<file path="src/psda_pkg.sv">
// Package for the program space data access block
package psda_pkg;
	// ************************************************************
	// Widths and field positions
	// ************************************************************
	localparam int PROG_AW     = 24;
	localparam int DATA_W      = 16;
	localparam int PAGE_W      = 8;
	localparam int CFG_BIT     = 7;   // Table page bit that picks configuration space
	localparam int WIN_BIT     = 15;  // Effective address bit that opens the window
	localparam int WIN_LOW_W   = 15;
	localparam int CORE_CTL_W  = 16;
	localparam int CONST_WIN_B = 2;   // Window enable bit in core control

	// ************************************************************
	// Register map (byte addresses on the Wishbone bus)
	// ************************************************************
	localparam logic [3:0] OFS_TABLE_PAGE = 4'h0;
	localparam logic [3:0] OFS_VIS_PAGE   = 4'h4;
	localparam logic [3:0] OFS_CORE_CTL   = 4'h8;
	localparam logic [3:0] OFS_STATUS     = 4'hc;

	// Reset values
	localparam logic [7:0]  RST_TABLE_PAGE = 8'h00;
	localparam logic [7:0]  RST_VIS_PAGE   = 8'h00;
	localparam logic [15:0] RST_CORE_CTL   = 16'h0000;

	// ************************************************************
	// Extra cycle counts for window reads
	// ************************************************************
	localparam logic [1:0] EXTRA_NONE = 2'h0;
	localparam logic [1:0] EXTRA_MOVE = 2'h1;
	localparam logic [1:0] EXTRA_FULL = 2'h2;

	// Access kinds presented by the core
	typedef enum logic [2:0] {
		PSDA_IDLE  = 3'b000,
		PSDA_FETCH = 3'b001,
		PSDA_TRDL  = 3'b010,
		PSDA_TRDH  = 3'b011,
		PSDA_TWTL  = 3'b100,
		PSDA_TWTH  = 3'b101,
		PSDA_DREAD = 3'b110
	} psda_access_type;
endpackage : psda_pkg

</file>
<file path="src/psda_bridge.sv">
// Program space data access bridge with Wishbone register slave
//
// Local design decisions: the Wishbone slave port and the placing of the registers.
`timescale 1ns/1ps
module psda_bridge
	import psda_pkg::*;
(
	// Clock and reset
	input  wire logic                  clk,
	input  wire logic                  rst,
	// Wishbone slave
	input  wire logic                  wb_cyc_i,
	input  wire logic                  wb_stb_i,
	input  wire logic                  wb_we_i,
	input  wire logic [3:0]            wb_adr_i,
	input  wire logic [3:0]            wb_sel_i,
	input  wire logic [31:0]           wb_dat_i,
	output logic      [31:0]           wb_dat_o,
	output logic                       wb_ack_o,
	output logic                       wb_err_o,
	// Core request
	input  wire logic [2:0]            accessKind,
	input  wire logic                  byteMode,
	input  wire logic [22:0]           progCounter,
	input  wire logic [DATA_W-1:0]     effectiveAddress,
	input  wire logic [DATA_W-1:0]     writeData,
	input  wire logic                  moveInstr,
	input  wire logic                  inRepeat,
	input  wire logic                  repeatEdge,
	// Program memory side
	output logic      [PROG_AW-1:0]    progAddr,
	output logic                       progRead,
	output logic                       progWrite,
	output logic      [2:0]            progLaneEn,
	output logic      [PROG_AW-1:0]    progWdata,
	output logic                       configSpace,
	input  wire logic [PROG_AW-1:0]    progRdata,
	// Core result
	output logic      [DATA_W-1:0]     readData,
	output logic                       windowHit,
	output logic      [1:0]            extraCycles
);
	// ************************************************************
	// Registers
	// ************************************************************
	logic [PAGE_W-1:0]     tablePage_q;
	logic [PAGE_W-1:0]     visPage_q;
	logic [CORE_CTL_W-1:0] coreCtl_q;
	logic                  ack_q;
	logic [31:0]           rdat_q;
	logic                  err_q;

	// Bus decode
	wire busReq   = wb_cyc_i && wb_stb_i && !ack_q && !err_q;
	wire hitTable = (wb_adr_i == OFS_TABLE_PAGE);
	wire hitVis   = (wb_adr_i == OFS_VIS_PAGE);
	wire hitCtl   = (wb_adr_i == OFS_CORE_CTL);
	wire hitStat  = (wb_adr_i == OFS_STATUS);
	wire mapped   = hitTable || hitVis || hitCtl || hitStat;
	// Writes land at the edge where ack is high, the edge the master takes the answer
	wire wrTake   = wb_cyc_i && wb_stb_i && wb_we_i && ack_q;
	wire wrLane0  = wrTake && wb_sel_i[0];
	wire wrLane1  = wrTake && wb_sel_i[1];

	// ************************************************************
	// Access decode
	// ************************************************************
	psda_access_type kind;
	assign kind = psda_access_type'(accessKind);

	wire isTable = (kind == PSDA_TRDL) || (kind == PSDA_TRDH)
		|| (kind == PSDA_TWTL) || (kind == PSDA_TWTH);
	wire byteSel = effectiveAddress[0];
	wire winEnable = coreCtl_q[CONST_WIN_B];
	wire winOn = (kind == PSDA_DREAD) && effectiveAddress[WIN_BIT] && winEnable && !isTable;

	wire [PROG_AW-1:0] fetchAddr = {1'b0, progCounter[22:1], 1'b0};
	wire [PROG_AW-1:0] tableAddr = {tablePage_q, effectiveAddress};
	wire [PROG_AW-1:0] winAddr = {1'b0, visPage_q, effectiveAddress[WIN_LOW_W-1:0]};

	// Address selection
	assign progAddr = (kind == PSDA_FETCH) ? fetchAddr :
		isTable ? tableAddr :
		winOn ? winAddr : '0;
	// space select from page top bit
	assign configSpace = isTable && tablePage_q[CFG_BIT];
	assign progRead = (kind == PSDA_FETCH) || (kind == PSDA_TRDL)
		|| (kind == PSDA_TRDH) || winOn;
	assign progWrite = (kind == PSDA_TWTL) || (kind == PSDA_TWTH);
	assign windowHit = winOn;

	// ************************************************************
	// Write steering
	// ************************************************************
	// lane enables for low and high writes
	assign progLaneEn = (kind == PSDA_TWTL) ?
		(byteMode ? (byteSel ? 3'b010 : 3'b001) : 3'b011) :
		(kind == PSDA_TWTH) ?
		((byteMode && byteSel) ? 3'b000 : 3'b100) : 3'b000;
	assign progWdata = (kind == PSDA_TWTL && byteMode) ?
		{8'h00, writeData[7:0], writeData[7:0]} :
		(kind == PSDA_TWTH) ? {writeData[7:0], 16'h0000} :
		{8'h00, writeData};

	// ************************************************************
	// Read steering
	// ************************************************************
	function automatic logic [DATA_W-1:0] steer(input psda_access_type k,
		input logic bm, input logic bs, input logic [PROG_AW-1:0] p);
		logic [DATA_W-1:0] r;
		r = '0;
		case (k)
			PSDA_TRDL:
				r = bm ? {8'h00, (bs ? p[15:8] : p[7:0])} : p[15:0];
			PSDA_TRDH:
				r = (bm && bs) ? 16'h0000 : {8'h00, p[23:16]};
			PSDA_DREAD:
				r = p[15:0];
			default:
				r = '0;
		endcase
		return r;
	endfunction : steer

	wire [DATA_W-1:0] rdNext = steer(kind, byteMode, byteSel, progRdata);
	wire readsProg = (kind == PSDA_TRDL) || (kind == PSDA_TRDH) || winOn;

	// ************************************************************
	// Stall cost of window reads
	// ************************************************************
	// extra cycle choice
	wire [1:0] extraNext = !winOn ? EXTRA_NONE :
		inRepeat ? (repeatEdge ? EXTRA_FULL : EXTRA_NONE) :
		moveInstr ? EXTRA_MOVE : EXTRA_FULL;

	// Result registers
	always_ff @(posedge clk)
	begin
		if (rst)
		begin
			readData    <= '0;
			extraCycles <= EXTRA_NONE;
		end
		else
		begin
			readData    <= readsProg ? rdNext : readData;
			extraCycles <= extraNext;
		end
	end

	// Configuration registers, only low lanes are meaningful
	always_ff @(posedge clk)
	begin
		if (rst)
		begin
			tablePage_q <= RST_TABLE_PAGE;
			visPage_q   <= RST_VIS_PAGE;
			coreCtl_q   <= RST_CORE_CTL;
		end
		else
		begin
			if (wrLane0 && hitTable)
				tablePage_q <= wb_dat_i[7:0];
			if (wrLane0 && hitVis)
				visPage_q <= wb_dat_i[7:0];
			if (wrLane0 && hitCtl)
				coreCtl_q[7:0] <= wb_dat_i[7:0];
			if (wrLane1 && hitCtl)
				coreCtl_q[15:8] <= wb_dat_i[15:8];
		end
	end

	// Read mux; status shows the live access decode and the registered extra cycle count
	wire [31:0] rdMux = hitTable ? {24'h000000, tablePage_q} :
		hitVis ? {24'h000000, visPage_q} :
		hitCtl ? {16'h0000, coreCtl_q} :
		hitStat ? {27'h0000000, extraCycles, configSpace, winOn, isTable} :
		32'h00000000;

	// Single cycle answer; unmapped offsets get err instead of ack
	always_ff @(posedge clk)
	begin
		if (rst)
		begin
			ack_q  <= 1'b0;
			err_q  <= 1'b0;
			rdat_q <= '0;
		end
		else
		begin
			ack_q  <= busReq && mapped;
			err_q  <= busReq && !mapped;
			rdat_q <= (busReq && !wb_we_i) ? rdMux : rdat_q;
		end
	end

	assign wb_ack_o = ack_q;
	assign wb_err_o = err_q;
	assign wb_dat_o = rdat_q;

	// ************************************************************
	// Checks
	// ************************************************************
	property p_fetch_align;
		@(posedge clk) disable iff (rst)
		(kind == PSDA_FETCH) |-> (progAddr[0] == 1'b0 && progAddr[23] == 1'b0
			&& progAddr[22:1] == progCounter[22:1]);
	endproperty
	a_fetch_align: assert property (p_fetch_align) else $error("fetch address wrong");

	property p_table_addr;
		@(posedge clk) disable iff (rst)
		isTable |-> (progAddr == {tablePage_q, effectiveAddress});
	endproperty
	a_table_addr: assert property (p_table_addr) else $error("table address wrong");

	property p_cfg_space;
		@(posedge clk) disable iff (rst)
		isTable |-> (configSpace == tablePage_q[7]);
	endproperty
	a_cfg_space: assert property (p_cfg_space) else $error("space select wrong");

	property p_high_phantom;
		@(posedge clk) disable iff (rst)
		(kind == PSDA_TRDH) |=> (readData[15:8] == 8'h00);
	endproperty
	a_high_phantom: assert property (p_high_phantom) else $error("phantom byte set");

	property p_low_word;
		@(posedge clk) disable iff (rst)
		(kind == PSDA_TRDL && !byteMode) |=> (readData == $past(progRdata[15:0]));
	endproperty
	a_low_word: assert property (p_low_word) else $error("low word read wrong");

	property p_win_gate;
		@(posedge clk) disable iff (rst)
		windowHit |-> (effectiveAddress[15] && coreCtl_q[2] && kind == PSDA_DREAD);
	endproperty
	a_win_gate: assert property (p_win_gate) else $error("window without cause");

	property p_win_addr;
		@(posedge clk) disable iff (rst)
		windowHit |-> (progAddr[15] == visPage_q[0] && progAddr[23] == 1'b0);
	endproperty
	a_win_addr: assert property (p_win_addr) else $error("window address wrong");

	property p_move_cost;
		@(posedge clk) disable iff (rst)
		(windowHit && !inRepeat && moveInstr) |=> (extraCycles == 2'h1);
	endproperty
	a_move_cost: assert property (p_move_cost) else $error("move cost wrong");

	property p_rep_cost;
		@(posedge clk) disable iff (rst)
		(windowHit && inRepeat) |=> (extraCycles == ($past(repeatEdge) ? 2'h2 : 2'h0));
	endproperty
	a_rep_cost: assert property (p_rep_cost) else $error("repeat cost wrong");

	property p_byte_high;
		@(posedge clk) disable iff (rst)
		(kind == PSDA_TRDH && byteMode && byteSel) |=> (readData == 16'h0000);
	endproperty
	a_byte_high: assert property (p_byte_high) else $error("high select not zero");

	property p_byte_low;
		@(posedge clk) disable iff (rst)
		(kind == PSDA_TRDL && byteMode) |=> (readData[15:8] == 8'h00);
	endproperty
	a_byte_low: assert property (p_byte_low) else $error("byte read upper not zero");

	property p_win_data;
		@(posedge clk) disable iff (rst)
		windowHit |=> (readData == $past(progRdata[15:0]));
	endproperty
	a_win_data: assert property (p_win_data) else $error("window data wrong");

	c_window: cover property (@(posedge clk) disable iff (rst) windowHit);
	c_cfg_read: cover property (@(posedge clk) disable iff (rst)
		kind == PSDA_TRDH && configSpace);
	c_bus_write: cover property (@(posedge clk) disable iff (rst) wb_ack_o && wb_we_i);
	c_repeat_edge: cover property (@(posedge clk) disable iff (rst)
		windowHit && inRepeat && repeatEdge);
	c_byte_write: cover property (@(posedge clk) disable iff (rst) progWrite && byteMode);
endmodule : psda_bridge

</file>
<file path="config.mk">
export PLATFORM = sky130hd
export DESIGN_NAME = psda_bridge
export DESIGN_NICKNAME = d
export VERILOG_FILES = /design/src/psda_pkg.sv /design/src/psda_bridge.sv
export SDC_FILE = /design/constraint.sdc
export NUM_CORES = 1
export LEC_CHECK = 0
export ABC_AREA = 1
export BUFFER_PORTS_ARGS = -buffer_cell sky130_fd_sc_hd__buf_4
export CAP_MARGIN = 20
export CORE_MARGIN = 4
export CORE_UTILIZATION = 46
export DETAILED_ROUTE_END_ITERATION = 7
export PLACE_DENSITY = 0.86
export SYNTH_ARGS = -nofsm -noshare
export SYNTH_HDL_FRONTEND = slang
export SYNTH_SLANG_ARGS = --single-unit
</file>
<file path="constraint.sdc">
create_clock -name clk -period 2.1 [get_ports clk]
set_input_delay 0.21 -clock clk [delete_from_list [all_inputs] [get_ports clk]]
set_output_delay 0.21 -clock clk [all_outputs]
set_load 0.005 [all_outputs]
</file>
==> metrics.cfg <==
[status]
outcome = finished clean

[floorplanning]
rows = 32
start_util_pct = 47.8
ios = 238
die_y_um = 98.3
die-width_um = 98.3
dieArea_um2 = 9660
core_um2 = 7850

[yosys]
synth.area.mux_share_pct = 0
syn_area_um2 = 3750
yosys.area_share.adder_pct = 0.667
ys_ff_latch = 68
yosys.area_share.simple_pct = 32.0
ys_warn_count = 0
syn_avg_cell_area_um2 = 6.67
synth_top_family_by_area = simple AND/OR/NAND/NOR gates
ys_types = 33
yosysSeqAreaShare_pct = 36.3
synth_cells = 562
synthXorXnorAreaFrac_pct = 0
synth_compound_area_share_pct = 19.2

[sta]
finalCritPeriodShare_pct = 88.0
drv_slew = 0
final.setup_skew_ps = 10.7
setup_viol = 0
setup_tns_ps = 0
min_period_ps = 1850
worst_pin_slew_ps = 618
timing.fmax_mhz = 541
finalHoldViolCount = 0
max_slew_margin_pct = 58.8
rsz0062_at_grt = false

[route]
wl_per_cell_um = 15.6
vias = 4490
first_pass_iters = 5
totalWireLength_mm = 13.5
drtAntennaViolNets = 0
drc = 0
drt-vias-per-instance = 5.17
first_iter_violations = 218

[placement]
gp_congestion = 0.968
placement.io_buffers = 202
post-dp-hpwl_mm = 10.4

[global_route]
grt_use_total_pct = 27.0
grt_max_degree = 34
grt_pass1_vias = 4362
overflow = 0
antenna_found_initial = 0
grt_pass1_wl_mm = 21.4

[final_layout]
diodes = 0
nFillCells = 664
num-nets-final = 894
mostFrequentLayoutCells = buf_4 (211), nand2_1 (116), nor2_1 (80), dfxtp_1 (68), o21ai_0 (67)
layout-drive-gt1-share_pct = 33.9
final_common_cell = buf_4
syn2layout_area_growth_pct = 46.5

[clocking]
clk_latency_ps = 340
cts_hold_buf = 0
cts_setup_buffers = 0
cts.sinks = 68
cts_buffer_depth = 2
cts_tree = built
clockRootBuffer = clkbuf_8
cts_buffers = 9
ctsResizeCount = 0
cts_max_level = 3
clkSlewWorstSetupHoldPaths_ps = 90

[worst_setup_path]
worst_ep_arrival_time_ps = 1640
start_kind = flop
path_class = flop to output port
crit_required_ps = 1890
worstPathMaxFanout = 10
critPathCaptureType = output port

[flow_run]
maxCapViolations = 0

[pwr]
ir_drop_mv = 0.536
power_mw = 3.01
p_leak_nw = 2.67
power_density_nw_per_um2 = 547

[min_path]
hp-class = input pin to flop

-- final timing paths --
check / from / to / slack, ps / cells after the start
min reg2reg: coreCtl_q[0] / coreCtl_q[0] / 460 / 2
min: inRepeat / extraCycles[0] / 40 / 2
max reg2reg: wb_ack_o / coreCtl_q[8] / 510 / 6
max: coreCtl_q[2] / progAddr[17] / 250 / 7
-- cells by family (layout without fill, tap and decap cells) --
| group | Yosys count | in the layout |
|---|---|---|
| and+or+nand+nor | 267 | 267 |
| AOI/OAI and AO/OA | 133 | 133 |
| other | 1 | 16 |
| adders and majority gates | 2 | 2 |
| DFF | 68 | 68 |
| buffers and inverters | 91 | 280 |
-- cell type report --
type | instances | area (µm²) | share of cell area [%]
inverters | 52 | 198 | 3.60
well taps | 102 | 128 | 2.32
repair buffers | 212 | 1600 | 29.2
multi-input cells | 418 | 2010 | 36.5
clock inverters | 7 | 75.1 | 1.37
flip-flops and latches | 68 | 1360 | 24.8
clock buffers | 9 | 124 | 2.25
-- through the flow --
| step | setup slack (ps) | std cells | util, % | hold slack [ps] | area [µm²] |
|---|---|---|---|---|---|
| finish | 252 | 868 | 70.0 | 41.3 | 5500 |
| global route | 118 | 868 | 70.0 | 19.6 | 5500 |
| CTS | 252 | 868 | 70.0 | 36.6 | 5500 |
| detailed placement | 289 | 852 | 67.5 | 403 | 5300 |
| global placement | 307 | 852 | 67.5 | 388 | 5300 |
| floorplan | 598 | 577 | - | 279 | 3810 |
-- sequential cells by signal, summed over array words and instances, names as in the netlist --
signal       count
extraCycles      2
visPage_q        8
coreCtl_q       16
tablePage_q      8
wb_dat_o        16
wb_err_o         1
readData        16
wb_ack_o         1
-- cells in the mapped netlist, drive strengths merged --
library cell	n	share of area, %
clkbuf	13	1.3
dfxtp	68	36
nor3b	1	0.20
inv	52	5.3
ha	2	0.67
or2	8	1.3
a21oi	37	4.9
conb	1	0.10
o22ai	2	0.33
a31oi	11	1.8
nor3	12	2.2
nor2	89	10
o211ai	7	1.4
nand3	35	4.9
a22oi	8	1.6
o21ai	67	8.9
nand2	119	13
a211oi	1	0.20
nand4	3	0.50
buf	26	5.2
-- worst max-delay path, cell delays in order (launching register included) --
cell     delay, ps
dfxtp_1        330
nand2_1         80
nor2_4         160
nand2_4        100
inv_2          200
nand2_1         80
a31oi_1        190
buf_4          150
-- report_power, final --
part           internal, mW  total, mW  switching (mW)  leakage, nW
combinational         0.305      0.590           0.285         2.02
sequential             1.31       1.32         0.00933        0.550
clock                 0.555       1.10           0.546        0.104
total                  2.17       3.01           0.841         2.67
-- per-layer routing --
metal	vias up	global-route usage, %	part of all wire [%]
met3	25	5.71	8.9
met1	1999	31.3	38
li1	2219	-	-
met4	0	8.40	2.2
met2	247	49.2	51
met5	-	0	0
Power figures use the tool's default switching activity.
